$ cat src/verilog/tfs_consts.vh
// Constants for the traverse frequency sequencer: register offsets, reset
// values, limits and timing figures. Definitions only; include by bare name.
`ifndef TFS_CONSTS_VH
`define TFS_CONSTS_VH

// Register offsets (word index on the plain register port)
`define TFS_A_OPSEL     8'h00
`define TFS_A_FIRST     8'h01
`define TFS_A_SECOND    8'h02
`define TFS_A_DELTA     8'h03
`define TFS_A_ACC1      8'h04
`define TFS_A_ACC2      8'h05
`define TFS_A_DEC1      8'h06
`define TFS_A_DEC2      8'h07
`define TFS_A_GAIN      8'h08
`define TFS_A_ALTGAIN   8'h09
`define TFS_A_INSEL     8'h0a
`define TFS_A_OFFSET    8'h0b
`define TFS_A_SRCSEL    8'h0c
`define TFS_A_LOOPMODE  8'h0d
`define TFS_A_BIAS      8'h0e
`define TFS_A_JOGFREQ   8'h0f
`define TFS_A_GAINSEL   8'h10
`define TFS_A_TERM0     8'h18
`define TFS_A_STATUS    8'h20
`define TFS_A_OUTFREQ   8'h21
`define TFS_A_WORKA     8'h22
`define TFS_A_WORKB     8'h23
`define TFS_A_MOD       8'h24

// Reset values
`define TFS_R_OPSEL     3'h0
`define TFS_R_FREQ      16'h0000
`define TFS_R_TIME      16'h0064
`define TFS_R_SEL       3'h0
`define TFS_R_BYTE      8'h00

// Limits and codes (frequency in 0.1 Hz, time in 0.1 s, rate in percent)
`define TFS_OP_TRAVERSE 3'h2
`define TFS_FREQ_MAX    16'h1770
`define TFS_TIME_MAX    16'hfde8
`define TFS_OFFSET_MAX  8'h32
`define TFS_INSEL_MAX   3'h5
`define TFS_PID_MODE    8'h03
`define TFS_HOLD_FUNC   8'h26
`define TFS_CUR_ZERO    12'h333
`define TFS_ADC_FULL    12'hfff
`define TFS_PCT_SCALE   20'h00064
`define TFS_MOD_RECIP   16'h28f6

// Timing: one time unit is 100 ms, the clock period 25 ns
`define TFS_TIME_UNIT_NS 100000000
`define TFS_CLK_NS      25

`endif

$ cat src/verilog/tfs_sequencer.v
// Traverse frequency sequencer: ramp generator, traverse state machine,
// analog modulation and its register file behind a plain register port.
// Assumes 12-bit digitized analog inputs on ref_clk, and terminal pins that
// arrive asynchronously and are synchronised here.
//
// Summary of operation
// RULE1: Selector value 2 enters traverse mode.
// RULE2: Run swings target between both setpoints endlessly.
// RULE3: Reaching first setpoint targets first minus delta.
// RULE4: Reaching second setpoint targets second plus delta.
// RULE5: Endpoints touched momentarily, no dwell.
// RULE6: First ramp times for start and stop.
// RULE7: Second ramp times for all other legs.
// RULE8: First setpoint only from stored parameter.
// RULE9: Ramp-select pins ignored unless hold function.
// RULE10: Speed-select pins ignored in traverse mode.
// RULE11: Restarts ramp toward the first setpoint.
// RULE12: Nonzero input selector enables modulation source.
// RULE13: Selector codes pick input and range.
// RULE14: Full scale gives gain, up to 600 Hz.
// RULE15: Modulation added to working targets only.
// RULE16: Negative gain gives falling negative modulation.
// RULE17: Offset rate accepted from 0 to 50%.
// RULE18: Jog before traverse behaves as ordinary.
// RULE19: Offset sets zero point, span equals gain.
// RULE20: PID loop mode disables modulation.
// RULE21: Bias setting never touches modulation.
// RULE22: Modulation linear, recomputed continuously.
//
// The plain strobed port and the address map were chosen for this implementation.
`timescale 1ns/10ps
`include "tfs_consts.vh"

module tfs_sequencer #(
  parameter RAMP_CYC = `TFS_TIME_UNIT_NS / `TFS_CLK_NS,
  parameter TERMS = 8
) (
  input wire ref_clk,
  input wire rst,
  input wire [7:0] reg_addr,
  input wire [15:0] reg_wdata,
  input wire reg_wr,
  input wire reg_rd,
  output reg [15:0] reg_rdata,
  input wire run_cmd,
  input wire jog_cmd,
  input wire restart_req,
  input wire ramp_select_input_a,
  input wire ramp_select_input_b,
  input wire speed_select_input_a,
  input wire speed_select_input_b,
  input wire [11:0] voltage_mod_input_a,
  input wire [11:0] voltage_mod_input_b,
  input wire [11:0] current_mod_input,
  output reg [15:0] out_freq,
  output reg [15:0] target_freq,
  output reg second_ramp_set,
  output wire traverse_active
);

  localparam S_IDLE = 3'h0;
  localparam S_START = 3'h1;
  localparam S_LEG_B = 3'h2;
  localparam S_OVER_B = 3'h3;
  localparam S_LEG_A = 3'h4;
  localparam S_OVER_A = 3'h5;
  localparam S_STOP = 3'h6;
  localparam S_PLAIN = 3'h7;
  localparam [39:0] RCYC = RAMP_CYC;

  //////////////////////////////////////////////////////////////////////////
  // Parameter registers

  reg [2:0] operation_function_selector;
  reg [15:0] first_speed_setpoint;
  reg [15:0] second_speed_setpoint;
  reg [15:0] traverse_step_delta;
  reg [15:0] first_accel_time;
  reg [15:0] second_accel_time;
  reg [15:0] first_decel_time;
  reg [15:0] second_decel_time;
  reg signed [15:0] modulation_gain_frequency;
  reg signed [15:0] alt_modulation_gain_frequency;
  reg [2:0] modulation_input_selector;
  reg [7:0] modulation_offset_rate;
  reg [7:0] first_speed_source_select;
  reg [7:0] control_loop_mode_select;
  reg [15:0] bias_frequency_setting;
  reg [15:0] jog_freq;
  reg gain_alt_sel;
  reg [7:0] term_func [0:TERMS-1];
  reg [2:0] state;
  reg [2:0] next_state;

  // Clamp helpers for written values
  function [15:0] clamp_u;
    input [15:0] v;
    input [15:0] lim;
    begin
      clamp_u = (v > lim) ? lim : v;
    end
  endfunction

  function [15:0] clamp_s;
    input [15:0] v;
    begin
      if ($signed(v) > $signed(`TFS_FREQ_MAX))
        clamp_s = `TFS_FREQ_MAX;
      else if ($signed(v) < -$signed(`TFS_FREQ_MAX))
        clamp_s = -`TFS_FREQ_MAX;
      else
        clamp_s = v;
    end
  endfunction

  // Register writes; out-of-range values saturate to the legal limits
  always @(posedge ref_clk) begin
    if (rst) begin
      operation_function_selector <= `TFS_R_OPSEL;
      first_speed_setpoint <= `TFS_R_FREQ;
      second_speed_setpoint <= `TFS_R_FREQ;
      traverse_step_delta <= `TFS_R_FREQ;
      first_accel_time <= `TFS_R_TIME;
      second_accel_time <= `TFS_R_TIME;
      first_decel_time <= `TFS_R_TIME;
      second_decel_time <= `TFS_R_TIME;
      modulation_gain_frequency <= `TFS_R_FREQ;
      alt_modulation_gain_frequency <= `TFS_R_FREQ;
      modulation_input_selector <= `TFS_R_SEL;
      modulation_offset_rate <= `TFS_R_BYTE;
      first_speed_source_select <= `TFS_R_BYTE;
      control_loop_mode_select <= `TFS_R_BYTE;
      bias_frequency_setting <= `TFS_R_FREQ;
      jog_freq <= `TFS_R_FREQ;
      gain_alt_sel <= 1'b0;
    end else if (reg_wr) begin
      case (reg_addr)
        `TFS_A_OPSEL: operation_function_selector <= reg_wdata[2:0];
        `TFS_A_FIRST: first_speed_setpoint <= clamp_u(reg_wdata, `TFS_FREQ_MAX);
        `TFS_A_SECOND: second_speed_setpoint <= clamp_u(reg_wdata, `TFS_FREQ_MAX);
        `TFS_A_DELTA: traverse_step_delta <= clamp_u(reg_wdata, `TFS_FREQ_MAX);
        `TFS_A_ACC1: first_accel_time <= clamp_u(reg_wdata, `TFS_TIME_MAX);
        `TFS_A_ACC2: second_accel_time <= clamp_u(reg_wdata, `TFS_TIME_MAX);
        `TFS_A_DEC1: first_decel_time <= clamp_u(reg_wdata, `TFS_TIME_MAX);
        `TFS_A_DEC2: second_decel_time <= clamp_u(reg_wdata, `TFS_TIME_MAX);
        // RULE14: signed gain limit
        `TFS_A_GAIN: modulation_gain_frequency <= clamp_s(reg_wdata);
        `TFS_A_ALTGAIN: alt_modulation_gain_frequency <= clamp_s(reg_wdata);
        // RULE13: selector range kept
        `TFS_A_INSEL: modulation_input_selector <=
          (reg_wdata > {13'h0000, `TFS_INSEL_MAX}) ? `TFS_INSEL_MAX : reg_wdata[2:0];
        // RULE17: offset rate limit
        `TFS_A_OFFSET: modulation_offset_rate <=
          (reg_wdata > {8'h00, `TFS_OFFSET_MAX}) ? `TFS_OFFSET_MAX : reg_wdata[7:0];
        `TFS_A_SRCSEL: first_speed_source_select <= reg_wdata[7:0];
        `TFS_A_LOOPMODE: control_loop_mode_select <= reg_wdata[7:0];
        `TFS_A_BIAS: bias_frequency_setting <= clamp_u(reg_wdata, `TFS_FREQ_MAX);
        `TFS_A_JOGFREQ: jog_freq <= clamp_u(reg_wdata, `TFS_FREQ_MAX);
        `TFS_A_GAINSEL: gain_alt_sel <= reg_wdata[0];
        default: begin
        end
      endcase
    end
  end

  // Terminal function table, one entry per input terminal
  genvar gi;
  wire [TERMS-1:0] term_is_hold;
  generate
    for (gi = 0; gi < TERMS; gi = gi + 1) begin : g_term
      localparam integer TIDX = gi;
      always @(posedge ref_clk) begin
        if (rst)
          term_func[gi] <= `TFS_R_BYTE;
        else if (reg_wr && reg_addr == `TFS_A_TERM0 + TIDX[7:0])
          term_func[gi] <= reg_wdata[7:0];
      end
      assign term_is_hold[gi] = (term_func[gi] == `TFS_HOLD_FUNC);
    end
  endgenerate

  //////////////////////////////////////////////////////////////////////////
  // Pin synchronisers: two flops before anything reads a pin

  reg [6:0] pin_meta;
  reg [6:0] pin_sync;
  reg restart_prev;
  always @(posedge ref_clk) begin
    if (rst) begin
      pin_meta <= 7'h00;
      pin_sync <= 7'h00;
      restart_prev <= 1'b0;
    end else begin
      pin_meta <= {run_cmd, jog_cmd, restart_req, ramp_select_input_a,
                   ramp_select_input_b, speed_select_input_a, speed_select_input_b};
      pin_sync <= pin_meta;
      restart_prev <= pin_sync[4];
    end
  end

  wire run_s = pin_sync[6];
  wire jog_s = pin_sync[5];
  wire restart_ev = pin_sync[4] & ~restart_prev;
  wire ramp_sel_s = pin_sync[3] | pin_sync[2];
  wire speed_sel_s = pin_sync[1] | pin_sync[0];

  // RULE1: traverse when selector is 2
  wire trav_mode = (operation_function_selector == `TFS_OP_TRAVERSE);
  wire hold_cfg = |term_is_hold;

  //////////////////////////////////////////////////////////////////////////
  // Analog modulation

  reg [12:0] norm_in;
  reg [12:0] cur_off;
  reg mod_src_on;
  // RULE13: decode selector to source
  always @* begin
    norm_in = 13'h0000;
    cur_off = 13'h0000;
    mod_src_on = 1'b1;
    case (modulation_input_selector)
      3'h1: norm_in = {voltage_mod_input_a, 1'b0};  // 0-5 V is half the ADC span
      3'h2: norm_in = {1'b0, voltage_mod_input_a};
      3'h3: norm_in = {voltage_mod_input_b, 1'b0};
      3'h4: norm_in = {1'b0, voltage_mod_input_b};
      3'h5: begin
        // 4 mA sits at one fifth of scale; stretch the rest by five quarters
        cur_off = (current_mod_input > `TFS_CUR_ZERO) ?
          {1'b0, current_mod_input - `TFS_CUR_ZERO} : 13'h0000;
        norm_in = cur_off + {2'b00, cur_off[12:2]};
      end
      default: mod_src_on = 1'b0;
    endcase
    if (norm_in > {1'b0, `TFS_ADC_FULL})
      norm_in = {1'b0, `TFS_ADC_FULL};
  end

  // RULE19: zero point at offset, span equal to gain
  // RULE22: linear in the digitized input
  wire [19:0] in_x100 = {7'h00, norm_in} * `TFS_PCT_SCALE;
  wire [19:0] off_x4096 = {modulation_offset_rate, 12'h000};
  wire signed [20:0] mod_diff = $signed({1'b0, in_x100}) - $signed({1'b0, off_x4096});
  // RULE16: signed gain gives falling slope
  wire signed [15:0] gain_sel = gain_alt_sel ? alt_modulation_gain_frequency :
                                modulation_gain_frequency;
  wire signed [36:0] mod_prod = gain_sel * mod_diff;
  // Divide by 409600 via reciprocal multiply; costs under 0.1 Hz of error
  wire signed [53:0] mod_wide = mod_prod * $signed({1'b0, `TFS_MOD_RECIP});
  // RULE12: only a nonzero selector modulates
  // RULE20: PID loop mode disables it
  // RULE21: bias register is not applied here
  wire mod_on = mod_src_on && (control_loop_mode_select != `TFS_PID_MODE);
  wire signed [17:0] mod_freq = mod_on ? mod_wide[49:32] : 18'h00000;

  // RULE15: working targets, stored setpoints untouched
  // RULE8: first setpoint straight from its register
  wire signed [18:0] work_a_raw = $signed({3'b000, first_speed_setpoint}) + mod_freq;
  wire signed [18:0] work_b_raw = $signed({3'b000, second_speed_setpoint}) + mod_freq;

  function [15:0] sat_freq;
    input signed [18:0] v;
    begin
      if (v < 0)
        sat_freq = 16'h0000;
      else if (v > $signed({3'b000, `TFS_FREQ_MAX}))
        sat_freq = `TFS_FREQ_MAX;
      else
        sat_freq = v[15:0];
    end
  endfunction

  wire [15:0] work_a = sat_freq(work_a_raw);
  wire [15:0] work_b = sat_freq(work_b_raw);
  // RULE3: first minus delta
  wire [15:0] over_a = sat_freq($signed({3'b000, work_a}) -
                                $signed({3'b000, traverse_step_delta}));
  // RULE4: second plus delta
  wire [15:0] over_b = sat_freq($signed({3'b000, work_b}) +
                                $signed({3'b000, traverse_step_delta}));

  //////////////////////////////////////////////////////////////////////////
  // Sequencer state machine

  wire at_target = (out_freq == target_freq);

  always @* begin
    next_state = state;
    case (state)
      S_IDLE: begin
        if (run_s && trav_mode)
          next_state = S_START;
        else if (run_s || jog_s)
          next_state = S_PLAIN;  // RULE18: jog runs as ordinary
      end
      // RULE2: endless leg cycle
      // RULE5: reversal on touching endpoint
      S_START: if (at_target) next_state = S_LEG_B;
      S_LEG_B: if (at_target) next_state = S_OVER_B;
      S_OVER_B: if (at_target) next_state = S_LEG_A;
      S_LEG_A: if (at_target) next_state = S_OVER_A;
      S_OVER_A: if (at_target) next_state = S_LEG_B;
      S_STOP: begin
        if (run_s && trav_mode)
          next_state = S_START;
        else if (out_freq == 16'h0000)
          next_state = S_IDLE;
      end
      S_PLAIN: begin
        if (!run_s && !jog_s)
          next_state = S_STOP;
        else if (run_s && trav_mode && !jog_s)
          next_state = S_START;
      end
      default: next_state = S_IDLE;
    endcase
    // Stop and restart override any traverse leg
    if (state != S_IDLE && state != S_PLAIN && state != S_STOP && !run_s)
      next_state = S_STOP;
    // RULE11: restart heads for first setpoint
    else if (restart_ev && run_s && trav_mode && state != S_IDLE)
      next_state = S_START;
  end

  always @(posedge ref_clk) begin
    if (rst)
      state <= S_IDLE;
    else
      state <= next_state;
  end

  assign traverse_active = trav_mode && (state != S_IDLE) && (state != S_PLAIN);

  // Target and ramp set per state
  reg [15:0] next_target;
  reg next_second;
  always @* begin
    next_target = 16'h0000;
    next_second = 1'b0;
    case (next_state)
      // RULE6: first times at start
      S_START: next_target = first_speed_setpoint;
      // RULE7: second times for legs
      S_LEG_B: begin
        next_target = work_b;
        next_second = 1'b1;
      end
      S_OVER_B: begin
        next_target = over_b;
        next_second = 1'b1;
      end
      S_LEG_A: begin
        next_target = work_a;
        next_second = 1'b1;
      end
      S_OVER_A: begin
        next_target = over_a;
        next_second = 1'b1;
      end
      S_PLAIN: begin
        // RULE10: speed pins only outside traverse
        if (jog_s)
          next_target = jog_freq;
        else if (speed_sel_s)
          next_target = second_speed_setpoint;
        else
          next_target = first_speed_setpoint;
        next_second = ramp_sel_s;
      end
      // RULE6: first times when stopping
      S_STOP: next_target = 16'h0000;
      default: next_target = 16'h0000;
    endcase
    // RULE9: ramp pins honoured only with hold
    if (trav_mode && hold_cfg && next_state != S_PLAIN && ramp_sel_s)
      next_second = 1'b1;
  end

  always @(posedge ref_clk) begin
    if (rst) begin
      target_freq <= 16'h0000;
      second_ramp_set <= 1'b0;
    end else begin
      target_freq <= next_target;
      second_ramp_set <= next_second;
    end
  end

  //////////////////////////////////////////////////////////////////////////
  // Ramp generator: one 0.1 Hz step whenever the accumulator passes the
  // threshold; a time of T means 0 to 600 Hz in T tenths of a second

  wire rising = target_freq > out_freq;
  wire [15:0] ramp_time = rising ?
    (second_ramp_set ? second_accel_time : first_accel_time) :
    (second_ramp_set ? second_decel_time : first_decel_time);
  wire [55:0] thr_wide = {24'h000000, ramp_time} * {16'h0000, RCYC};
  wire [39:0] ramp_thr = thr_wide[39:0];
  reg [39:0] ramp_acc;
  wire [39:0] acc_next = ramp_acc + {24'h000000, `TFS_FREQ_MAX};
  wire ramp_step = (acc_next >= ramp_thr);

  always @(posedge ref_clk) begin
    if (rst) begin
      ramp_acc <= 40'h0000000000;
      out_freq <= 16'h0000;
    end else if (at_target) begin
      ramp_acc <= 40'h0000000000;  // Fresh start for every leg begun at a reached target
    end else if (ramp_step) begin
      ramp_acc <= acc_next - ramp_thr;
      out_freq <= rising ? out_freq + 16'h0001 : out_freq - 16'h0001;
    end else begin
      ramp_acc <= acc_next;
    end
  end

  //////////////////////////////////////////////////////////////////////////
  // Register read port: data one cycle after the read strobe, else zero

  always @(posedge ref_clk) begin
    if (rst) begin
      reg_rdata <= 16'h0000;
    end else if (reg_rd) begin
      case (reg_addr)
        `TFS_A_OPSEL: reg_rdata <= {13'h0000, operation_function_selector};
        `TFS_A_FIRST: reg_rdata <= first_speed_setpoint;
        `TFS_A_SECOND: reg_rdata <= second_speed_setpoint;
        `TFS_A_DELTA: reg_rdata <= traverse_step_delta;
        `TFS_A_ACC1: reg_rdata <= first_accel_time;
        `TFS_A_ACC2: reg_rdata <= second_accel_time;
        `TFS_A_DEC1: reg_rdata <= first_decel_time;
        `TFS_A_DEC2: reg_rdata <= second_decel_time;
        `TFS_A_GAIN: reg_rdata <= modulation_gain_frequency;
        `TFS_A_ALTGAIN: reg_rdata <= alt_modulation_gain_frequency;
        `TFS_A_INSEL: reg_rdata <= {13'h0000, modulation_input_selector};
        `TFS_A_OFFSET: reg_rdata <= {8'h00, modulation_offset_rate};
        `TFS_A_SRCSEL: reg_rdata <= {8'h00, first_speed_source_select};
        `TFS_A_LOOPMODE: reg_rdata <= {8'h00, control_loop_mode_select};
        `TFS_A_BIAS: reg_rdata <= bias_frequency_setting;
        `TFS_A_JOGFREQ: reg_rdata <= jog_freq;
        `TFS_A_GAINSEL: reg_rdata <= {15'h0000, gain_alt_sel};
        `TFS_A_STATUS: reg_rdata <= {10'h000, mod_on, second_ramp_set,
                                     traverse_active, state};
        `TFS_A_OUTFREQ: reg_rdata <= out_freq;
        `TFS_A_WORKA: reg_rdata <= work_a;
        `TFS_A_WORKB: reg_rdata <= work_b;
        `TFS_A_MOD: reg_rdata <= mod_freq[15:0];
        default: begin
          if (reg_addr >= `TFS_A_TERM0 && reg_addr < `TFS_A_TERM0 + TERMS)
            reg_rdata <= {8'h00, term_func[reg_addr[2:0]]};
          else
            reg_rdata <= 16'h0000;
        end
      endcase
    end else begin
      reg_rdata <= 16'h0000;
    end
  end

endmodule

$ cat config.mk
export PLATFORM = sky130hd
export DESIGN_NAME = tfs_sequencer
export DESIGN_NICKNAME = d
export VERILOG_FILES = /design/src/verilog/tfs_sequencer.v
export VERILOG_INCLUDE_DIRS = /design/src /design/src/verilog
export SDC_FILE = /design/constraint.sdc
export NUM_CORES = 2
export LEC_CHECK = 0
export BUFFER_PORTS_ARGS = -buffer_cell sky130_fd_sc_hd__buf_2
export CAP_MARGIN = 30
export CORE_ASPECT_RATIO = 0.8
export CORE_MARGIN = 4
export CORE_UTILIZATION = 50
export DETAILED_ROUTE_END_ITERATION = 8
export GPL_ROUTABILITY_DRIVEN = 0
export PLACE_DENSITY = 0.66
export RECOVER_POWER = 50
export SYNTH_ARGS = -nofsm -noshare
export SYNTH_HDL_FRONTEND = slang
export SYNTH_SLANG_ARGS = --single-unit
$ cat constraint.sdc
create_clock -name ref_clk -period 53.5 [get_ports ref_clk]
set_input_delay 13.375 -clock ref_clk [delete_from_list [all_inputs] [get_ports ref_clk]]
set_output_delay 13.375 -clock ref_clk [all_outputs]
set_load 0.05 [all_outputs]
==> summary.md <==
| Metric | Value |
|---|---|
| CTS Sinks | 374 |
| CTS tree | yes |
| Core ar. | ~99,000 µm² |
| Final-report hold violation count | 0 |
| Maximum clock rate | 25.0 MHz |
| First-pass iteration count of the detailed router | 9 |
| Num CTS Buffers | 38 |
| Max stage delay cell, worst path | nor3_1 |
| Pwr/cell area | 19.6 nW/µm² |
| Critical path's largest stage delay | just under 0.8 ns |
| Worst-path clk slew | 0.07 ns |
| Status | complete, but fails checks |
| Initial DRC Count | around 5,000 |
| Mean post-synth cell area | 8.68 µm² |
| Setup TNS | 0 ns |
| FILL cells | 9,150 |
| IO Port Bufs | 120 |
| Largest net degree at the start of global routing | 123 |
| Die X | about 360 µm |
| Post-synth EDFFs | 64 |
| Sw Share | 38.8% |
| Post-route ant nets | 0 |
| Final max-slew violation count | slightly above 300 |
| Post_cts resized | 0 |
| Predominant post-synthesis flop cell | dfxtp_1 |
| GRT overflow | 0 |
| CTS root buf | clkbuf_16 |
| Vias in the first global route | 40,384 |
| Routed wire length per instance | approximately 22 µm |
| First-pass GRT wire length | about 240,000 µm |
| Critical Path Source Type | primary input |
| Flop pwr share | 32.0% |
| Max cap viols | 4 |
| Gate power share | between 30% and 40% |
| Power Internal | 0.636 mW |
| Antenna violations before repair | 11 |
| Final min period | 40.05 ns |
| Setup Skew | about 0.024 ns |
| Dpl cells | 7,034 |
| CP Max Fanout | 24 |
| Worst endpoint required time | around 54 ns |
| Area delta synth->final | 6.82% |
| GRT Total Usage | 29.5% |
| Commonest non-fill, non-tap cells in the layout | inv_1, fa_1, ha_1 |
| Die Ht | between 200 and 300 µm |
| DIE AREA | 105,000 µm² |
| Vias | between 40,000 and 50,000 |
| Post-layout nets | 6,952 |
| Failing checks | design-rule violations, max-capacitance violations, max-slew violations |
| #FFs+latches synth | 374 |
| Worst Setup End Kind | register |
| Worst slew margin | -289% |
| R2R cell count | 96 |
| H-tree depth | 2 |
| RSZ-0062 raised after global routing | false |
| Post-DP HPWL | 127,000 µm |
| I/O Pins | 121 |
| Layout cells sized above 1 | 5.94% |
| Initial core utilization | 50.4% |
| Via density | 5.94 |
| Final WL | 157,000 µm |
| Fin crit share | 74.9% |
| Fin cells | 7,105 |
| Ys async rst share | 0% |
| Setup Viol. Count Final | 0 |
| Clk Latency, worst-skew pair | 0.58 ns |
| Syn Std Cell Area | about 50,000 µm² |
| Cells after synthesis | 5,724 |
| Seq/Total Area, Yosys | 16.4% |
| Longest Clk Path Bufs | 3 |
| Worst slew pin tran | 5.83 ns |
| Hold Path Stages | 1 |
| Post-synth cell types | approximately 110 |
| Hold-fix buffers at CTS | 0 |
| Critical Path AT | 40.52 ns |
| Most common library cell in the layout ignoring fill and taps | inv_1 |
| Leak | 24.6 nW |
| Kind of critical path | in -> reg |
| Worst Hold Class | reg -> reg |
| DRC | 14 |
| Worst R2R Setup Slack | about 28 ns |
| Syn. warnings | 0 |
| Switching pwr | 0.404 mW |
| Number of setup buffers added after CTS | 0 |
| Max VDD drop | between 0.03 and 0.04 mV |
| FP Rows | 103 |
| Clock power frac | around 29% |
[final cells by class]
cell class,instances,area (µm²),share of cell area [%]
Multi-Input combinational cell,4275,37500,70.7
Sequential cell,374,8130,15.3
Inverter,876,3290,6.20
Tap cell,1312,1640,3.09
Timing Repair Buffer,197,1150,2.16
Clock buffer,54,1140,2.15
Clock inverter,15,208,0.391
Antenna cell,2,5.00,0.00943
[cell usage after synthesis (18+ instances only)]
| master | number | share of area, % |
|---|---|---|
| inv_1 | 872 | 6.6 |
| fa_1 | 574 | 23 |
| ha_1 | 545 | 14 |
| nand2_1 | 525 | 4.0 |
| nor2_1 | 512 | 3.9 |
| a21oi_1 | 331 | 3.3 |
| dfxtp_1 | 310 | 12 |
| xnor2_1 | 173 | 3.0 |
| clkbuf_1 | 170 | 1.3 |
| o21ai_0 | 166 | 1.7 |
| and2_1 | 103 | 1.3 |
| xor2_1 | 100 | 1.8 |
| mux2i_1 | 92 | 1.9 |
| a211oi_1 | 91 | 1.4 |
| nand3_1 | 87 | 0.88 |
| a21o_1 | 76 | 1.1 |
| nor3_1 | 76 | 0.77 |
| nand2b_1 | 71 | 0.89 |
| edfxtp_1 | 64 | 3.9 |
| nor2b_1 | 57 | 0.72 |
| a22oi_1 | 53 | 0.80 |
| o21bai_1 | 41 | 0.62 |
| nand4_1 | 38 | 0.48 |
| and3_1 | 37 | 0.47 |
| a221oi_1 | 34 | 0.60 |
| o21a_1 | 34 | 0.51 |
| or3_1 | 34 | 0.43 |
| mux4_2 | 32 | 1.4 |
| a31oi_1 | 29 | 0.36 |
| nor3b_1 | 24 | 0.36 |
| nor4_1 | 24 | 0.30 |
| mux2_2 | 21 | 0.48 |
| a211o_1 | 18 | 0.32 |
| buf_2 | 18 | 0.18 |
[routing by layer]
layer	wire, µm	global-route usage [%]	part of all wire (%)
met5	91	0	0.058
met4	3860	5.98	2.5
met3	20600	9.50	13
met2	61800	40.3	39
met1	71000	45.4	45
[worst max-delay path: cells and delay by family]
kind	cells	cell delay, ns
AOI/OAI and AO/OA	52	10.55
buffers and inverters	14	1.66
xor gates and xnor gates	4	1.77
and+or+nand+nor	17	4.15
adders and majority gates	22	9.01
[power by group through the flow]
stage	Sequential, mW	Combinational, mW	Clock (mW)
global placement	0.336	0.397	0
global route	0.334	0.450	0.310
finish	0.333	0.409	0.298
detailed placement	0.337	0.401	0
CTS	0.331	0.405	0.298
floorplan	0.341	0.299	0
[state kept, by name, summed over array words and instances, names as in the netlist, 16 cells and up]
| signal | flops |
|---|---|
| target_freq | 16 |
| second_speed_setpoint | 16 |
| second_decel_time | 16 |
| alt_modulation_gain_frequency | 16 |
| traverse_step_delta | 16 |
| reg_rdata | 16 |
| ramp_acc | 36 |
| modulation_gain_frequency | 16 |
| second_accel_time | 16 |
| first_speed_setpoint | 16 |
| jog_freq | 16 |
| term_func | 64 |
| bias_frequency_setting | 16 |
| first_decel_time | 16 |
| out_freq | 16 |
| first_accel_time | 16 |
[stage by stage]
| step | hold WS (ns) | utilization (%) | instance area [µm²] | total power, mW | setup slack (ns) |
|---|---|---|---|---|---|
| 2_1_floorplan | 0.414 | - | 49700 | 0.640 | 16.59 |
| 4_1_cts | 0.442 | 53.9 | 53200 | 1.03 | 13.93 |
| 6_report | 0.441 | 53.8 | 53100 | 1.04 | 13.45 |
| 3_5_place_dp | 0.425 | 52.5 | 51800 | 0.738 | 13.53 |
| 5_1_grt | 0.460 | 53.8 | 53100 | 1.09 | 11.59 |
| 3_3_place_gp | 0.424 | 52.4 | 51700 | 0.733 | 14.01 |
[cell families (layout without fill, tap and decap cells)]
kind of cell	Yosys count	after routing	synth area share (%)
fa+ha+maj	1122	1122	36.9
xor+xnor	273	273	4.81
buf+inv	1082	1142	8.27
other cells	2	11	0.0151
mux	148	148	3.88
compound gates	1066	1066	14.2
flops	374	374	16.4
simple gates	1657	1657	15.6
[final timing paths]
check | to | start
setup / recovery | target_freq[7]$_SDFF_PP0_ | current_mod_input[2]
hold / removal | pin_sync[0]$_SDFF_PP0_ | pin_meta[0]$_SDFF_PP0_
setup reg to reg | target_freq[7]$_SDFF_PP0_ | modulation_input_selector[1]$_SDFFE_PP0P_
hold reg to reg | pin_sync[0]$_SDFF_PP0_ | pin_meta[0]$_SDFF_PP0_
Note: power is estimated with default switching activity, not from simulation.
